### src/rhd_pkg.sv
// package: offsets, field layout, reset values and timing for the root hub descriptor block
package rhd_pkg;

    // ========================================================================
    // register map
    // ========================================================================
    localparam logic [11:0] RHD_BAR_OFFSET  = 12'h010;   // config-space base address register
    localparam logic [11:0] RHD_DESC_A_OFFS = 12'h048;   // first descriptor, within memory space
    localparam logic [11:0] RHD_DESC_B_OFFS = 12'h04c;   // second descriptor, within memory space

    // ========================================================================
    // field positions of the first descriptor
    // ========================================================================
    localparam int RHD_POTPG_LSB  = 24;                  // power-good wait, bits 31..24
    localparam int RHD_RSVD_MSB   = 23;                  // reserved, bits 23..13
    localparam int RHD_RSVD_LSB   = 13;
    localparam int RHD_NOOC_BIT   = 12;                  // overcurrent protection absent
    localparam int RHD_OCMODE_BIT = 11;                  // overcurrent report mode
    localparam int RHD_COMP_BIT   = 10;                  // compound device flag
    localparam int RHD_NOPS_BIT   = 9;                   // power switching absent
    localparam int RHD_PSCOPE_BIT = 8;                   // power switching scope
    localparam int RHD_NDP_LSB    = 0;                   // downstream port count, bits 7..0

    // ========================================================================
    // reset values and limits
    // ========================================================================
    localparam logic [7:0]  RHD_POTPG_RST  = 8'h01;      // 1 unit of 2 ms
    localparam logic        RHD_NOOC_RST   = 1'b0;
    localparam logic        RHD_NOPS_RST   = 1'b0;
    localparam logic        RHD_PSCOPE_RST = 1'b1;       // per-port switching
    localparam logic [7:0]  RHD_NDP_RST    = 8'h02;
    localparam logic [7:0]  RHD_NDP_MIN    = 8'h01;
    localparam logic [7:0]  RHD_NDP_MAX    = 8'h0f;
    localparam logic [10:0] RHD_RSVD_RST   = 11'h000;
    localparam logic [31:0] RHD_DESC_B_RST = 32'h0000_0000;

    // ========================================================================
    // timing
    // ========================================================================
    localparam int RHD_CLK_NS     = 25;                  // 40 MHz system clock
    localparam int RHD_UNIT_MS    = 2;                   // power-good unit
    localparam int RHD_UNIT_CYC   = RHD_UNIT_MS * 1000000 / RHD_CLK_NS;
    localparam int RHD_MAX_PORTS  = 15;

    // ========================================================================
    // carriers
    // ========================================================================
    typedef struct packed {
        logic        rd;                                 // read strobe
        logic        wr;                                 // write strobe
        logic [11:0] addr;                               // byte offset in memory space
        logic [31:0] wdata;                              // write data
    } rhd_req_s;

    typedef struct packed {
        logic [7:0] potpg;
        logic       nooc;
        logic       ocmode;
        logic       nops;
        logic       pscope;
        logic [7:0] downstream_port_count;
    } rhd_desc_s;

endpackage : rhd_pkg

### src/rhd_port_power.sv
// one downstream port power switch, global or per-port steered
`timescale 1ns/1ps
module rhd_port_power
    import rhd_pkg::*;
(
    // clock and reset
    input  wire logic sys_clk,
    input  wire logic sys_rst,
    // mode
    input  wire logic nops,
    input  wire logic pscope,
    input  wire logic mask,
    // commands
    input  wire logic glob_set,
    input  wire logic glob_clr,
    input  wire logic port_set,
    input  wire logic port_clr,
    // state
    output logic      powered
);
    logic pwr_reg;                                       // port power state
    logic pwr_next;

    // ========================================================================
    // command steering
    // ========================================================================
    always_comb begin
        pwr_next = pwr_reg;
        if (nops) begin
            pwr_next = 1'b1;                             // always powered
        end else if (pscope && mask) begin
            if (port_set) pwr_next = 1'b1;
            else if (port_clr) pwr_next = 1'b0;
        end else begin
            if (glob_set) pwr_next = 1'b1;
            else if (glob_clr) pwr_next = 1'b0;
        end
    end

    // state register
    always_ff @(posedge sys_clk) begin
        if (sys_rst) pwr_reg <= 1'b0;
        else pwr_reg <= pwr_next;
    end

    assign powered = pwr_reg;
endmodule : rhd_port_power

### src/rhd_root_hub_desc.sv
// root hub descriptor registers with downstream port power switching
//
// Contract
// power-good wait byte in bits 31..24, 2 ms units
// software waits value times 2 ms before access
// software writes reserved bits 23..13 as reset
// bit 12 set means no overcurrent protection
// bit 11 picks collective or per-port overcurrent
// overcurrent mode resets equal to switching scope
// compound device flag always reads zero
// bit 9 set means ports always powered
// bit 8 picks ganged or per-port switching
// masked ports obey per-port commands, others global; code applies the mask only with bit 8 set, all ports global otherwise
// port count in bits 7..0, 1 to 15
// register readable at offset 48h of memory space
// second descriptor holds remaining hub characteristics
// writes to compound device flag are ignored
`timescale 1ns/1ps
module rhd_root_hub_desc
    import rhd_pkg::*;
#(
    parameter int NPORTS = 2                             // physical downstream ports
)(
    // clock and reset
    input  wire logic              sys_clk,
    input  wire logic              sys_rst,
    // memory-space register access
    input  wire rhd_req_s          req,
    output logic                   rd_valid,
    output logic [31:0]            rd_data,
    // power commands from the port logic
    input  wire logic              glob_set,
    input  wire logic              glob_clr,
    input  wire logic [NPORTS-1:0] port_set,
    input  wire logic [NPORTS-1:0] port_clr,
    // power and overcurrent view
    output logic [NPORTS-1:0]      port_powered,
    output logic [NPORTS-1:0]      port_good,
    output logic                   oc_per_port,
    output logic                   oc_enabled
);

    // ========================================================================
    // state
    // ========================================================================
    typedef struct packed {
        rhd_desc_s         desc;                         // first descriptor fields
        logic [31:0]       desc_b;                       // second descriptor, software owned
        logic              rd_valid;
        logic [31:0]       rd_data;
        logic [NPORTS-1:0] powered;                      // registered port power
        logic [NPORTS-1:0] good;                         // power-good reached
        logic [NPORTS-1:0][7:0] units;                   // elapsed 2 ms units per port
        logic [31:0]       tick;                         // cycles inside current unit
        logic              oc_per_port;
        logic              oc_enabled;
    } rhd_state_s;

    rhd_state_s st_reg;                                  // registered state
    rhd_state_s st_next;                                 // next state
    logic [NPORTS-1:0] sw_pwr;                           // switch outputs
    logic [31:0]       word;                             // assembled read word
    logic [NPORTS-1:0] mask;                             // per-port power mask from desc_b

    assign mask = st_reg.desc_b[16 +: NPORTS];

    // ========================================================================
    // port power switches
    // ========================================================================
    for (genvar i = 0; i < NPORTS; i++) begin : g_port
        rhd_port_power u_pwr (
            .sys_clk  (sys_clk),
            .sys_rst  (sys_rst),
            .nops     (st_reg.desc.nops),
            .pscope   (st_reg.desc.pscope),
            .mask     (mask[i]),
            .glob_set (glob_set),
            .glob_clr (glob_clr),
            .port_set (port_set[i]),
            .port_clr (port_clr[i]),
            .powered  (sw_pwr[i])
        );
    end

    // ========================================================================
    // read word assembly
    // ========================================================================
    always_comb begin
        word = 32'h0000_0000;
        word[RHD_POTPG_LSB +: 8] = st_reg.desc.potpg;
        word[RHD_NOOC_BIT]       = st_reg.desc.nooc;
        word[RHD_OCMODE_BIT]     = st_reg.desc.ocmode;
        word[RHD_COMP_BIT]       = 1'b0;
        word[RHD_NOPS_BIT]       = st_reg.desc.nops;
        word[RHD_PSCOPE_BIT]     = st_reg.desc.pscope;
        word[RHD_NDP_LSB +: 8]   = st_reg.desc.downstream_port_count;
    end

    // ========================================================================
    // next state
    // ========================================================================
    always_comb begin
        st_next          = st_reg;
        st_next.rd_valid = 1'b0;
        st_next.powered  = sw_pwr;
        // reads: one-cycle answer
        if (req.rd) begin
            st_next.rd_valid = 1'b1;
            if (req.addr == RHD_DESC_A_OFFS) st_next.rd_data = word;
            else if (req.addr == RHD_DESC_B_OFFS) st_next.rd_data = st_reg.desc_b;
            else st_next.rd_data = 32'h0000_0000;        // unmapped reads zero
        end
        // writes: reserved and compound flag are not stored
        if (req.wr && req.addr == RHD_DESC_A_OFFS) begin
            st_next.desc.potpg  = req.wdata[RHD_POTPG_LSB +: 8];
            st_next.desc.nooc   = req.wdata[RHD_NOOC_BIT];
            st_next.desc.ocmode = req.wdata[RHD_OCMODE_BIT];
            st_next.desc.nops   = req.wdata[RHD_NOPS_BIT];
            st_next.desc.pscope = req.wdata[RHD_PSCOPE_BIT];
            // bit 10 dropped on purpose                                   //
            // port count clamped to RHD_NDP_MAX (15), not to NPORTS, never below 1
            if (req.wdata[7:0] < RHD_NDP_MIN) st_next.desc.downstream_port_count = RHD_NDP_MIN;
            else if (req.wdata[7:0] > RHD_NDP_MAX) st_next.desc.downstream_port_count = RHD_NDP_MAX;
            else st_next.desc.downstream_port_count = req.wdata[7:0];
        end
        if (req.wr && req.addr == RHD_DESC_B_OFFS) begin
            st_next.desc_b = req.wdata;
        end
        // overcurrent view only meaningful with protection present
        st_next.oc_enabled  = ~st_reg.desc.nooc;
        st_next.oc_per_port = ~st_reg.desc.nooc & st_reg.desc.ocmode;
        // power-good timing: one 2 ms tick shared by all ports
        if (st_reg.tick == 32'(RHD_UNIT_CYC - 1)) st_next.tick = 32'h0000_0000;
        else st_next.tick = st_reg.tick + 32'h0000_0001;
        for (int p = 0; p < NPORTS; p++) begin
            if (!sw_pwr[p]) begin
                // cleared with the switch, so good never outlives power
                st_next.units[p] = 8'h00;
                st_next.good[p]  = 1'b0;
            end else if (st_reg.units[p] >= st_reg.desc.potpg) begin
                st_next.good[p] = 1'b1;                  // wait elapsed
            end else if (st_reg.tick == 32'(RHD_UNIT_CYC - 1)) begin
                st_next.units[p] = st_reg.units[p] + 8'h01;
            end
        end
    end

    // ========================================================================
    // state register
    // ========================================================================
    always_ff @(posedge sys_clk) begin
        if (sys_rst) begin
            st_reg             <= '0;
            st_reg.desc.potpg  <= RHD_POTPG_RST;
            st_reg.desc.nooc   <= RHD_NOOC_RST;
            st_reg.desc.ocmode <= RHD_PSCOPE_RST;
            st_reg.desc.nops   <= RHD_NOPS_RST;
            st_reg.desc.pscope <= RHD_PSCOPE_RST;
            st_reg.desc.downstream_port_count    <= RHD_NDP_RST;
            st_reg.desc_b      <= RHD_DESC_B_RST;
        end else begin
            st_reg <= st_next;
        end
    end

    // outputs straight from flip-flops
    assign rd_valid     = st_reg.rd_valid;
    assign rd_data      = st_reg.rd_data;
    assign port_powered = st_reg.powered;
    assign port_good    = st_reg.good;
    assign oc_per_port  = st_reg.oc_per_port;
    assign oc_enabled   = st_reg.oc_enabled;

endmodule : rhd_root_hub_desc

### config.mk
export PLATFORM = sky130hd
export DESIGN_NAME = rhd_root_hub_desc
export DESIGN_NICKNAME = d
export VERILOG_FILES = /design/src/rhd_pkg.sv /design/src/rhd_port_power.sv /design/src/rhd_root_hub_desc.sv
export SDC_FILE = /design/constraint.sdc
export NUM_CORES = 1
export LEC_CHECK = 0
export ABC_AREA = 1
export ABC_CLOCK_PERIOD_IN_PS = 2600
export BUFFER_PORTS_ARGS = -buffer_cell sky130_fd_sc_hd__buf_2
export CAP_MARGIN = 20
export CORE_ASPECT_RATIO = 0.8
export CORE_MARGIN = 2
export CORE_UTILIZATION = 45
export DETAILED_ROUTE_END_ITERATION = 8
export SKIP_LAST_GASP = 1
export SYNTH_ARGS = -nofsm -noshare
export SYNTH_HDL_FRONTEND = slang
export SYNTH_HIERARCHICAL = 1
export SYNTH_SLANG_ARGS = --single-unit
### constraint.sdc
create_clock -name sys_clk -period 2.6 [get_ports sys_clk]
set_input_delay 0.26 -clock sys_clk [delete_from_list [all_inputs] [get_ports sys_clk]]
set_output_delay 0.26 -clock sys_clk [all_outputs]
set_load 0.01 [all_outputs]
==> results of run 1 <==
-- synthesized netlist by cell type (2+ instances only) --
| library cell | number | share of area, % |
|---|---|---|
| sky130_fd_sc_hd__nor3_1 | 11 | 0.77 |
| sky130_fd_sc_hd__xnor2_1 | 7 | 0.86 |
| sky130_fd_sc_hd__nor2_1 | 149 | 7.9 |
| sky130_fd_sc_hd__inv_2 | 11 | 0.58 |
| sky130_fd_sc_hd__inv_1 | 140 | 7.4 |
| sky130_fd_sc_hd__a21oi_1 | 71 | 5.0 |
| sky130_fd_sc_hd__xor2_1 | 15 | 1.8 |
| sky130_fd_sc_hd__buf_4 | 39 | 4.1 |
| sky130_fd_sc_hd__o21ai_1 | 33 | 2.3 |
| sky130_fd_sc_hd__buf_2 | 3 | 0.21 |
| sky130_fd_sc_hd__o21ai_0 | 9 | 0.63 |
| sky130_fd_sc_hd__o211ai_1 | 14 | 1.5 |
| sky130_fd_sc_hd__nor2_2 | 4 | 0.35 |
| sky130_fd_sc_hd__nand2_2 | 2 | 0.18 |
| sky130_fd_sc_hd__nand2_1 | 240 | 13 |
| sky130_fd_sc_hd__nor3_2 | 2 | 0.28 |
| sky130_fd_sc_hd__nand3_2 | 2 | 0.28 |
| sky130_fd_sc_hd__clkbuf_1 | 26 | 1.4 |
| sky130_fd_sc_hd__nor2_4 | 6 | 0.95 |
| sky130_fd_sc_hd__nand4_1 | 18 | 1.6 |
| sky130_fd_sc_hd__nand3_1 | 69 | 4.9 |
| sky130_fd_sc_hd__ha_1 | 19 | 3.3 |
| sky130_fd_sc_hd__dfxtp_1 | 141 | 40 |
-- worst reg2reg max path, stage by stage, from the launching register on --
cell	delay, ps
sky130_fd_sc_hd__dfxtp_1	360
sky130_fd_sc_hd__inv_1	110
sky130_fd_sc_hd__ha_1	320
sky130_fd_sc_hd__a21oi_1	160
sky130_fd_sc_hd__nand2_1	90
sky130_fd_sc_hd__a21oi_1	380
sky130_fd_sc_hd__nand2_1	220
sky130_fd_sc_hd__nand2_1	100
sky130_fd_sc_hd__a21oi_1	70
-- layer usage --
layer	vias up	GRT usage [%]	wire, µm
met5	-	0	0
met4	0	6.47	190
met3	11	4.88	879
met2	144	30.3	6820
met1	2750	29.9	8700
li1	3352	-	-
-- cells in the final DEF (no fill, tap or decap), drive strengths merged --
master    Yosys  routed
nand2       242     242
nor2        159     159
inv         152     155
dfxtp       141     141
buf          44     100
a21oi        71      71
nand3        71      71
o21ai        42      42
ha           19      19
nand4        18      18
clkbuf       26      18
xor2         15      15
o211ai       14      14
nor3         13      13
xnor2         7       7
clkinv        1       6
clkinvlp      0       3
bufinv        0       3
or2           2       2
nor3b         1       1
a31oi         1       1
a21o          1       1
nor4          1       1
o31ai         1       1
and2          1       1
nand3b        1       1
-- power breakdown --
part           internal, mW  total (mW)  switching (mW)
Clock                  1.56        2.55           0.997
Sequential             2.18        2.19          0.0106
Combinational        0.0793       0.204           0.125
Total                  3.82        4.95            1.13
-- stage by stage --
stage	util [%]	setup slack, ps	std cells	total power [mW]	cell area (µm²)
6_report	52.1	678	1321	4.95	8130
5_1_grt	52.1	380	1321	5.13	8130
4_1_cts	52.1	699	1321	4.99	8130
3_5_place_dp	48.1	710	1289	2.44	7500
3_3_place_gp	48.1	706	1289	2.44	7500
2_1_floorplan	-	990	1044	2.36	7110
-- logic make-up (layout without fill, tap and decap cells) --
logic type	Yosys count	in the layout	share of synthesized area, %
fa+ha+maj	19	19	3.35
compound gates	130	130	9.74
simple gates	509	509	30.5
xor+xnor	22	22	2.71
buf+inv	223	285	14.0
flops	141	141	39.7
-- final cells by class --
class / count / share of cell area (%)
Multi-Input combinational cell: 680 / 40.6
Clock inverter: 14 / 2.28
Timing Repair Buffer: 100 / 6.56
Sequential cell: 141 / 34.7
Clock buffer: 18 / 5.40
Inverter: 153 / 7.10
Tap cell: 215 / 3.31
-- worst max-delay path by stage --
| stage | startpoint | end | slack, ps |
|---|---|---|---|
| 2_1_floorplan | st_reg[34] | st_reg[34] | 990 |
| 3_3_place_gp | st_reg[133] | st_reg[35] | 710 |
| 3_5_place_dp | req[33] | rd_data[25] | 710 |
| 4_1_cts | st_reg[2] | st_reg[26] | 700 |
| 5_1_grt | st_reg[132] | st_reg[38] | 380 |
| 6_report | st_reg[138] | st_reg[46] | 680 |
==> qor.txt, run 1 <==
Run status: finished, final reports clean
Register clock-pin slew on the reported worst setup and hold paths: 60 ps
Core outline area: 15,600 µm²
Levels on crit path: 8
Sequential fraction of the synthesis area: 39.7%
Number of buffers created by CTS: 17
Antenna violations before repair: 1
R2r startpoint: st_reg[138]
Hold-fix buffers, CTS: 0
Residual DRC count: 0
Post-Route Skew: 9.25 ps
Dominant delay contributor by cell family on the critical path: compound AO/OA/AOI/OAI gates
Area of the die: 16,800 µm²
CTS tree: yes
Deepest clock path buffer count: 2
Worst min path class: input pin to flip-flop
Skew-Pair Late Insertion Delay: 420 ps
Total power per unit cell area: 609 nW/µm²
Number of standard cells after synthesis: 1,044
Antenna cells: 0
Worst hold margin: 60.1 ps
Worst R2R Setup Slack: 680 ps
Largest register FFs: 98
Global-route wire length before repair: 27,200 µm
Port-buffer cells: 92
Total iterations of the first detailed-routing run: 5
Via count of the first global-routing pass: 5,553
Leakage Power: 3.60 nW
Chip Height: 116 µm
Number of violations of the max-capacitance limit: 0
Crit path required time: 2900 ps
Routed len/inst: 12.6 µm
Aggregate negative setup slack: 0 ps
Iteration-0 DRC count of the detailed router: 413
Hold violation count in the final report: 0
# clock sinks: 141
Buffers plus inverters on the worst setup path: 1
Critical Path AT: 2220 ps
Area growth, synth to finish: 14.3%
Crit. End Element: flip-flop
IR Drop Worst-Case VDD: 0.453 mV
Final worst path period share: 73.9%
Total vias in the final route: 6,257
Cell Chain, Critical Path: inv_1, ha_1, a21oi_1, nand2_1, a21oi_1, nand2_1, nand2_1, a21oi_1
Final Routed Wirelength: 16,600 µm
Max stage delay on crit path: 380 ps
WHS Endpoint: st_reg[129]
Resized cells post-CTS: 0
Cell with the largest stage delay on the worst path: sky130_fd_sc_hd__a21oi_1
Sum of overflow across all layers after global routing: 0
All-layer global routing usage: 20.6%
Clock period minus final worst setup slack: 1920 ps
Slew at the pin with the worst max-slew slack: 725 ps
Fillers: 1,652
Syn Std Cell Area: 7110 µm²
Critical path fanouts, max: 6
Setup repair after global routing missed its margin: no
Post-CTS setup buffers: 0
Distinct cells, synth: 36
Nets@finish: 1,166
Post-synth EDFFs: 0
Leading register cell type out of synthesis: sky130_fd_sc_hd__dfxtp_1
Mean instance size in the synthesized netlist: 6.81 µm²
Maximum achievable frequency: 520 MHz
Clock tree root driver cell: sky130_fd_sc_hd__clkbuf_16
Worst hold path stage count: 3
Effective utilization at floorplan: 45.6%
Nature of the critical path startpoint: flip-flop
Logic depth of the worst register-to-register path: 8
CTS H-Tree Depth: 4
Row count: 41
Number of nets with antenna violations after detailed routing: 0
Area occupied by multi-input gates: 3300 µm²
Largest net degree at the start of global routing: 65
Reg-to-Reg End: st_reg[46]
Vias per Instance: 4.74
Ratio of cells with drive above 1 in the final layout: 14.7%
Worst Setup Path Type: flip-flop to flip-flop
Post-synth ARST share: 0%
Synthesis Warnings: 6
Number of storage elements in the synthesis netlist: 141
FF/Latch Area: 2820 µm²
Syn nets: 1,117
Post-DP HPWL: 11,600 µm
Worst Min Path Start: req[11]
Slew Viols, Final: 0
I/O pin count: 93
Die X: 145 µm
Final setup fails: 0
RD Place Congestion: 0.876
Worst slew margin relative to its limit: 51.4%
(Power assumes the default switching activity.)
==> run 2, diff against run 1 <==
ABC_CLOCK_PERIOD_IN_PS = 1900   (was 2600)
clock period = 1.9 ns   (was 2.6 ns; I/O delays follow)
==> run 2 against run 1 <==
Worst setup slack lost 490 ps. Clock skew up 1.9 ps. First-iteration DRC count increased by 2.7%. Sequential power is 37% higher. Combinational power is 45% higher. Non-clock buffer count is 25 higher. Sequential share of layout area is 0.93 points lower. Largest power group unchanged.
==> qor.txt, run 2 (synthesized netlist as in run 1, its figures left out) <==
Slew Viols, Final: 0 (unchanged)
Chip Height: 116 µm (unchanged)
Commonest non-fill, non-tap cells in the layout: sky130_fd_sc_hd__nand2_1, sky130_fd_sc_hd__nor2_1, sky130_fd_sc_hd__dfxtp_1
Number of buffers created by CTS: 17 (unchanged)
Die X: 145 µm (unchanged)
Critical path fanouts, max: 7 (+1)
Total power per unit cell area: 832 nW/µm² (+37%)
Effective utilization at floorplan: 45.6% (unchanged)
Deepest clock path buffer count: 2 (unchanged)
Skew-Pair Late Insertion Delay: 430 ps (about the same)
Port-buffer cells: 92 (unchanged)
Nature of the critical path startpoint: flip-flop
Clock tree root driver cell: sky130_fd_sc_hd__clkbuf_16
Worst min path class: input pin to flip-flop
Number of violations of the max-capacitance limit: 0 (unchanged)
RD Place Congestion: 0.880 (+0.45%)
Via count of the first global-routing pass: 5,612 (+1.1%)
Clock period minus final worst setup slack: 1710 ps (-214 ps)
Register clock-pin slew on the reported worst setup and hold paths: 60 ps (about the same)
Final WS setup: 191 ps (-486 ps)
Area growth, synth to finish: 17.5%
Vias per Instance: 4.72 (-0.32%)
Worst Setup Path Type: flip-flop to flip-flop
Setup repair after global routing missed its margin: no
Area of the die: 16,800 µm² (unchanged)
# clock sinks: 141 (unchanged)
Critical Path AT: 2010 ps (-210 ps)
Nets@finish: 1,191 (+2.1%)
CTS H-Tree Depth: 4 (unchanged)
CTS tree: yes
Antenna cells: 0 (unchanged)
Largest register FFs: 98 (unchanged)
Run status: finished, final reports clean
Number of nets with antenna violations after detailed routing: 0 (unchanged)
Sum of overflow across all layers after global routing: 0 (unchanged)
Ratio of cells with drive above 1 in the final layout: 16.0% (+1.3 points)
All-layer global routing usage: 21.0% (+0.39 points)
IR Drop Worst-Case VDD: 0.692 mV (+53%)
Worst slack at placement: 170 ps (-540 ps)
Fillers: 1,578 (-4.5%)
Leakage Power: 3.73 nW (+3.8%)
Antenna violations before repair: 0 (-1)
Most common library cell in the layout ignoring fill and taps: sky130_fd_sc_hd__nand2_1
Post-DP HPWL: 12,000 µm (+3.1%)
Final Routed Wirelength: 17,000 µm (+2.5%)
Iteration-0 DRC count of the detailed router: 424 (+2.7%)
Worst slew margin relative to its limit: 57.1% (+5.7 points)
Crit. End Element: flip-flop
FF/Latch Area: 2820 µm² (unchanged)
Slew at the pin with the worst max-slew slack: 644 ps (-81.1 ps)
Hold violation count in the final report: 0 (unchanged)
Global-route wire length before repair: 27,600 µm (+1.3%)
Maximum achievable frequency: 585 MHz (+13%)
Final setup fails: 0 (unchanged)
Row count: 41 (unchanged)
Total vias in the final route: 6,355 (+1.6%)
Post-Route Skew: 11.1 ps (+1.86 ps)
Final worst path period share: 89.9% (+16 points)
Crit path required time: 2210 ps (-690 ps)
I/O pin count: 93 (unchanged)
Aggregate negative setup slack: 0 ps (unchanged)
Total iterations of the first detailed-routing run: 5 (unchanged)
Resized cells post-CTS: 0 (unchanged)
Routed len/inst: 12.6 µm (+0.59%)
Largest net degree at the start of global routing: 65 (unchanged)
Core outline area: 15,600 µm² (unchanged)
Residual DRC count: 0 (unchanged)
Area occupied by multi-input gates: 3300 µm² (unchanged)
run 2: cell types whose count changed in the layout (fill, tap and decap cells not counted):
cell	delta
sky130_fd_sc_hd__clkinvlp_4	-1
sky130_fd_sc_hd__clkinv_2	+1
sky130_fd_sc_hd__bufinv_16	+1
sky130_fd_sc_hd__inv_6	+3
sky130_fd_sc_hd__buf_4	+18
sky130_fd_sc_hd__clkinv_4	-4
sky130_fd_sc_hd__dlygate4sd3_1	+7
run 2: area by class of cell:
| class | count | area share (%) |
|---|---|---|
| repair buffers | 125 | 8.84 |
| inverters | 153 | 6.91 |
| well taps | 215 | 3.22 |
| multi-input cells | 680 | 39.5 |
| clock inverters | 14 | 2.44 |
| flip-flops and latches | 141 | 33.8 |
| clock buffers | 18 | 5.26 |
run 2: metal layers:
layer	part of all wire (%)	global-route usage, %	vias to the layer above
met4	1.2	7.06	0
met2	42	31.4	124
li1	-	-	3392
met5	0	0	-
met1	52	30.1	2822
met3	4.5	4.51	17
run 2: stage by stage:
stage	instance area, µm²	hold slack [ps]	util (%)	instances	power, mW
6_report	8350	22.9	53.5	1346	6.95
5_1_grt	8350	21.4	53.5	1346	7.19
4_1_cts	8350	5.78	53.5	1346	7.02
3_5_place_dp	7640	415	49.0	1307	3.35
3_3_place_gp	7640	407	49.0	1307	3.35
2_1_floorplan	7110	303	-	1044	3.24
run 2: power by group:
group / leakage, nW / switching (mW) / internal [mW]
Clock: 0.311 / 1.39 / 2.26
Sequential: 1.14 / 0.0150 / 2.98
Combinational: 2.28 / 0.176 / 0.119
Total: 3.73 / 1.58 / 5.37
run 2: final timing paths:
kind,start,endpoint,slack [ps],depth (start not counted)
worst min register to register,st_reg[107],st_reg[107],440,2
worst min-delay path,req[12],st_reg[130],20,3
worst max-delay path,st_reg[2],st_reg[43],190,11
worst max register to register,st_reg[2],st_reg[43],190,11
run 2: worst max-delay path, cell delays in order (launching register included):
cell and delay (ps):
sky130_fd_sc_hd__dfxtp_1 380, sky130_fd_sc_hd__ha_1 190, sky130_fd_sc_hd__nand2_1 60, sky130_fd_sc_hd__inv_2 70
sky130_fd_sc_hd__nand2_2 70, sky130_fd_sc_hd__nor2_1 100, sky130_fd_sc_hd__nand2_1 100, sky130_fd_sc_hd__nor2_4 150
sky130_fd_sc_hd__buf_4 180, sky130_fd_sc_hd__nand2_1 140, sky130_fd_sc_hd__nand2_1 100, sky130_fd_sc_hd__a21oi_1 50
run 2: timing repair:
action	CTS	global route
hold buffers	7	0
hold endpoints to repair	7	0
setup endpoints to repair	0	2
buffers inserted	0	0
==> run 3, diff against run 2 <==
ABC_AREA = not set   (was 1)
CTS_CLUSTER_DIAMETER = 150   (was not set)
PLACE_DENSITY = 0.76   (was not set)
==> run 3 against run 2 <==
The run now ends with negative setup slack left. Clock skew fell by 1.1 ps. Critical endpoint is now st_reg[48]. Count of clock-buffer cells in the layout decreased by 1. Maximum frequency down 17%. Register-to-register slack worse by 340 ps.
==> qor.txt, run 3 <==
Post-route design area: 8070 µm² (-3.3%)
Routed len/inst: 14.4 µm (+14%)
Skew-Pair Late Insertion Delay: 420 ps (about the same)
Number of nets with antenna violations after detailed routing: 0 (unchanged)
Detailed-routing wirelength on met1: 7040 µm (-21%)
Die X: 135 µm (-6.5%)
Highest routed metal layer: met4
Area of the die: 14,700 µm² (-12%)
Overall power of the completed layout: 6.29 mW (-9.5%)
RD Place Congestion: 0.837 (-4.9%)
Worst slew margin relative to its limit: 27.4% (-30 points)
Total iterations of the first detailed-routing run: 5 (unchanged)
Hold violation count in the final report: 0 (unchanged)
Leakage Power: 3.27 nW (-12%)
Most numerous cell types in the synthesized netlist: sky130_fd_sc_hd__dfxtp_1, sky130_fd_sc_hd__nand2_1, sky130_fd_sc_hd__nor2_1
Number of standard cells after synthesis: 730 (-30%)
# clock sinks: 141 (unchanged)
Most common cell in the netlist: sky130_fd_sc_hd__dfxtp_1
I/O pin count: 93 (unchanged)
Fillers: 1,146 (-27%)
Slew at the pin with the worst max-slew slack: 1090 ps (+441 ps)
Main area contributors after synthesis: sky130_fd_sc_hd__dfxtp_1, sky130_fd_sc_hd__nand2_1, sky130_fd_sc_hd__a21oi_1, sky130_fd_sc_hd__nor2_1, sky130_fd_sc_hd__buf_4
Via count of the first global-routing pass: 5,191 (-7.5%)
Mean instance size in the synthesized netlist: 8.48 µm² (+25%)
IR Drop Worst-Case VDD: 0.692 mV (about the same)
Deepest clock path buffer count: 2 (unchanged)
Cell taking the most area after synthesis: sky130_fd_sc_hd__dfxtp_1
WL met2: 7080 µm (-1.5%)
Critical path fanouts, max: 5 (-2)
Met3 wire length: 775 µm (+2.2%)
CTS tree: yes
Antenna cells: 0 (unchanged)
Distinct cells, synth: 42 (+17%)
Nature of the critical path startpoint: flip-flop
Number of storage elements in the synthesis netlist: 141 (unchanged)
Leading register cell type out of synthesis: sky130_fd_sc_hd__dfxtp_1
Sequential fraction of the synthesis area: 45.6% (+5.9 points)
Worst slack at placement: -280 ps (-450 ps)
Most common library cell in the layout ignoring fill and taps: sky130_fd_sc_hd__dfxtp_1
Setup repair after global routing missed its margin: yes
Post-synth ARST share: 0% (unchanged)
Run status: finished with violations
Slew Viols, Final: 0 (unchanged)
Final WS setup: -152 ps (-343 ps)
Total power per unit cell area: 779 nW/µm² (-6.4%)
Core outline area: 13,500 µm² (-13%)
Violated checks: negative setup slack
Worst hold margin: 9.32 ps (-13.6 ps)
Aggregate negative setup slack: -1470 ps (-1470 ps)
Placed cell count: 994 (-24%)
Effective utilization at floorplan: 45.9% (+0.29 points)
Non-filler instance count after layout: 1,048 (-22%)
Commonest non-fill, non-tap cells in the layout: sky130_fd_sc_hd__dfxtp_1, sky130_fd_sc_hd__nand2_1, sky130_fd_sc_hd__buf_2
Synthesis Warnings: 6 (unchanged)
Port-buffer cells: 92 (unchanged)
Post-DP HPWL: 9830 µm (-18%)
Final Util: 59.8% (+6.2 points)
Ratio of cells with drive above 1 in the final layout: 29.3% (+13 points)
Nets@finish: 928 (-22%)
Global-route wire length before repair: 24,200 µm (-12%)
Row count: 38 (-7.3%)
Area growth, synth to finish: 30.3%
Critical Path AT: 2390 ps (+380 ps)
Crit path required time: 2240 ps (+30 ps)
FF/Latch Area: 2840 µm² (+0.49%)
Area share of the largest cell type after synthesis: 45.6% (+5.9 points)
Sum of overflow across all layers after global routing: 0 (unchanged)
Iteration-0 DRC count of the detailed router: 356 (-16%)
Register clock-pin slew on the reported worst setup and hold paths: 60 ps (about the same)
Area occupied by multi-input gates: 3200 µm² (-3.1%)
Maximum achievable frequency: 487 MHz (-17%)
Number of buffers created by CTS: 17 (unchanged)
Post-placement cell area: 7110 µm² (-7.0%)
Antenna violations before repair: 0 (unchanged)
Largest register FFs: 98 (unchanged)
Syn nets: 803 (-28%)
Residual DRC count: 0 (unchanged)
Final Routed Wirelength: 15,100 µm (-11%)
Clock period minus final worst setup slack: 2050 ps (+343 ps)
Largest net degree at the start of global routing: 49 (-25%)
Clock tree root driver cell: sky130_fd_sc_hd__clkbuf_16
Crit. End Element: flip-flop
Worst min path class: input pin to flip-flop
Final worst path period share: 108% (+18 points)
Number of violations of the max-capacitance limit: 0 (unchanged)
Chip Height: 109 µm (-6.4%)
All-layer global routing usage: 20.8% (-0.19 points)
Total vias in the final route: 5,496 (-14%)
Final setup fails: 13 (+13)
CTS H-Tree Depth: 4 (unchanged)
Worst Setup Path Type: flip-flop to flip-flop
Vias per Instance: 5.24 (+11%)
Post-Route Skew: 10.0 ps (-1.08 ps)
Post-synth EDFFs: 0 (unchanged)
Syn Std Cell Area: 6190 µm² (-13%)
[run 3: kinds of logic after synthesis]
family	Yosys count	share of synthesized area [%]
adder cells (fa/ha/maj)	19	3.84
flip-flops	141	45.6
XOR/XNOR	30	4.24
multiplexers	2	0.323
buffers and inverters	92	8.00
AND/OR/NAND/NOR	311	24.3
AO/OA/AOI/OAI	135	13.7
[run 3: worst paths after layout]
check	start	to	slack [ps]	depth (start not counted)
worst max register to register	st_reg[137]	st_reg[48]	-150	7
worst max-delay path	st_reg[137]	st_reg[48]	-150	7
worst min-delay path	req[20]	st_reg[107]	9	3
worst min register to register	st_reg[125]	rd_data[6]	440	2
[run 3: critical path, stage by stage, from the launching register on]
cell and delay, ps:
sky130_fd_sc_hd__dfxtp_2 350, sky130_fd_sc_hd__inv_4 60, sky130_fd_sc_hd__ha_4 210, sky130_fd_sc_hd__and3_4 190, sky130_fd_sc_hd__a221oi_4 340, sky130_fd_sc_hd__o31ai_4 150, sky130_fd_sc_hd__or4_1 490, sky130_fd_sc_hd__a21oi_1 170
[run 3: cell type report]
| class | count | area share, % |
|---|---|---|
| clock inverter | 15 | 1.60 |
| tap | 180 | 2.79 |
| timing repair buffer | 176 | 14.6 |
| clock buffer | 17 | 5.27 |
| sequential | 141 | 35.1 |
| multi-input combinational | 499 | 39.6 |
| inverter | 20 | 0.961 |
[run 3: report_power, final]
part	internal, mW	total, mW	switching (mW)
clock	1.71	3.12	1.41
sequential	2.97	2.98	0.00872
combinational	0.0807	0.191	0.110
[run 3: routing by layer]
| layer | global-route usage, % | vias to the layer above |
|---|---|---|
| met3 | 4.51 | 23 |
| met4 | 7.51 | 0 |
| li1 | - | 2749 |
| met5 | 0 | - |
| met2 | 34.2 | 144 |
| met1 | 27.1 | 2580 |
[run 3: what timing repair did]
item / in CTS / in global routing
gates cloned: 2 / 0
setup buffers: 8 / 3
hold buffers: 9 / 0
pin swaps: 19 / 15
endpoints found under the hold margin: 9 / 0
endpoints found under the setup margin: 18 / 49
gates resized for setup: 21 / 19
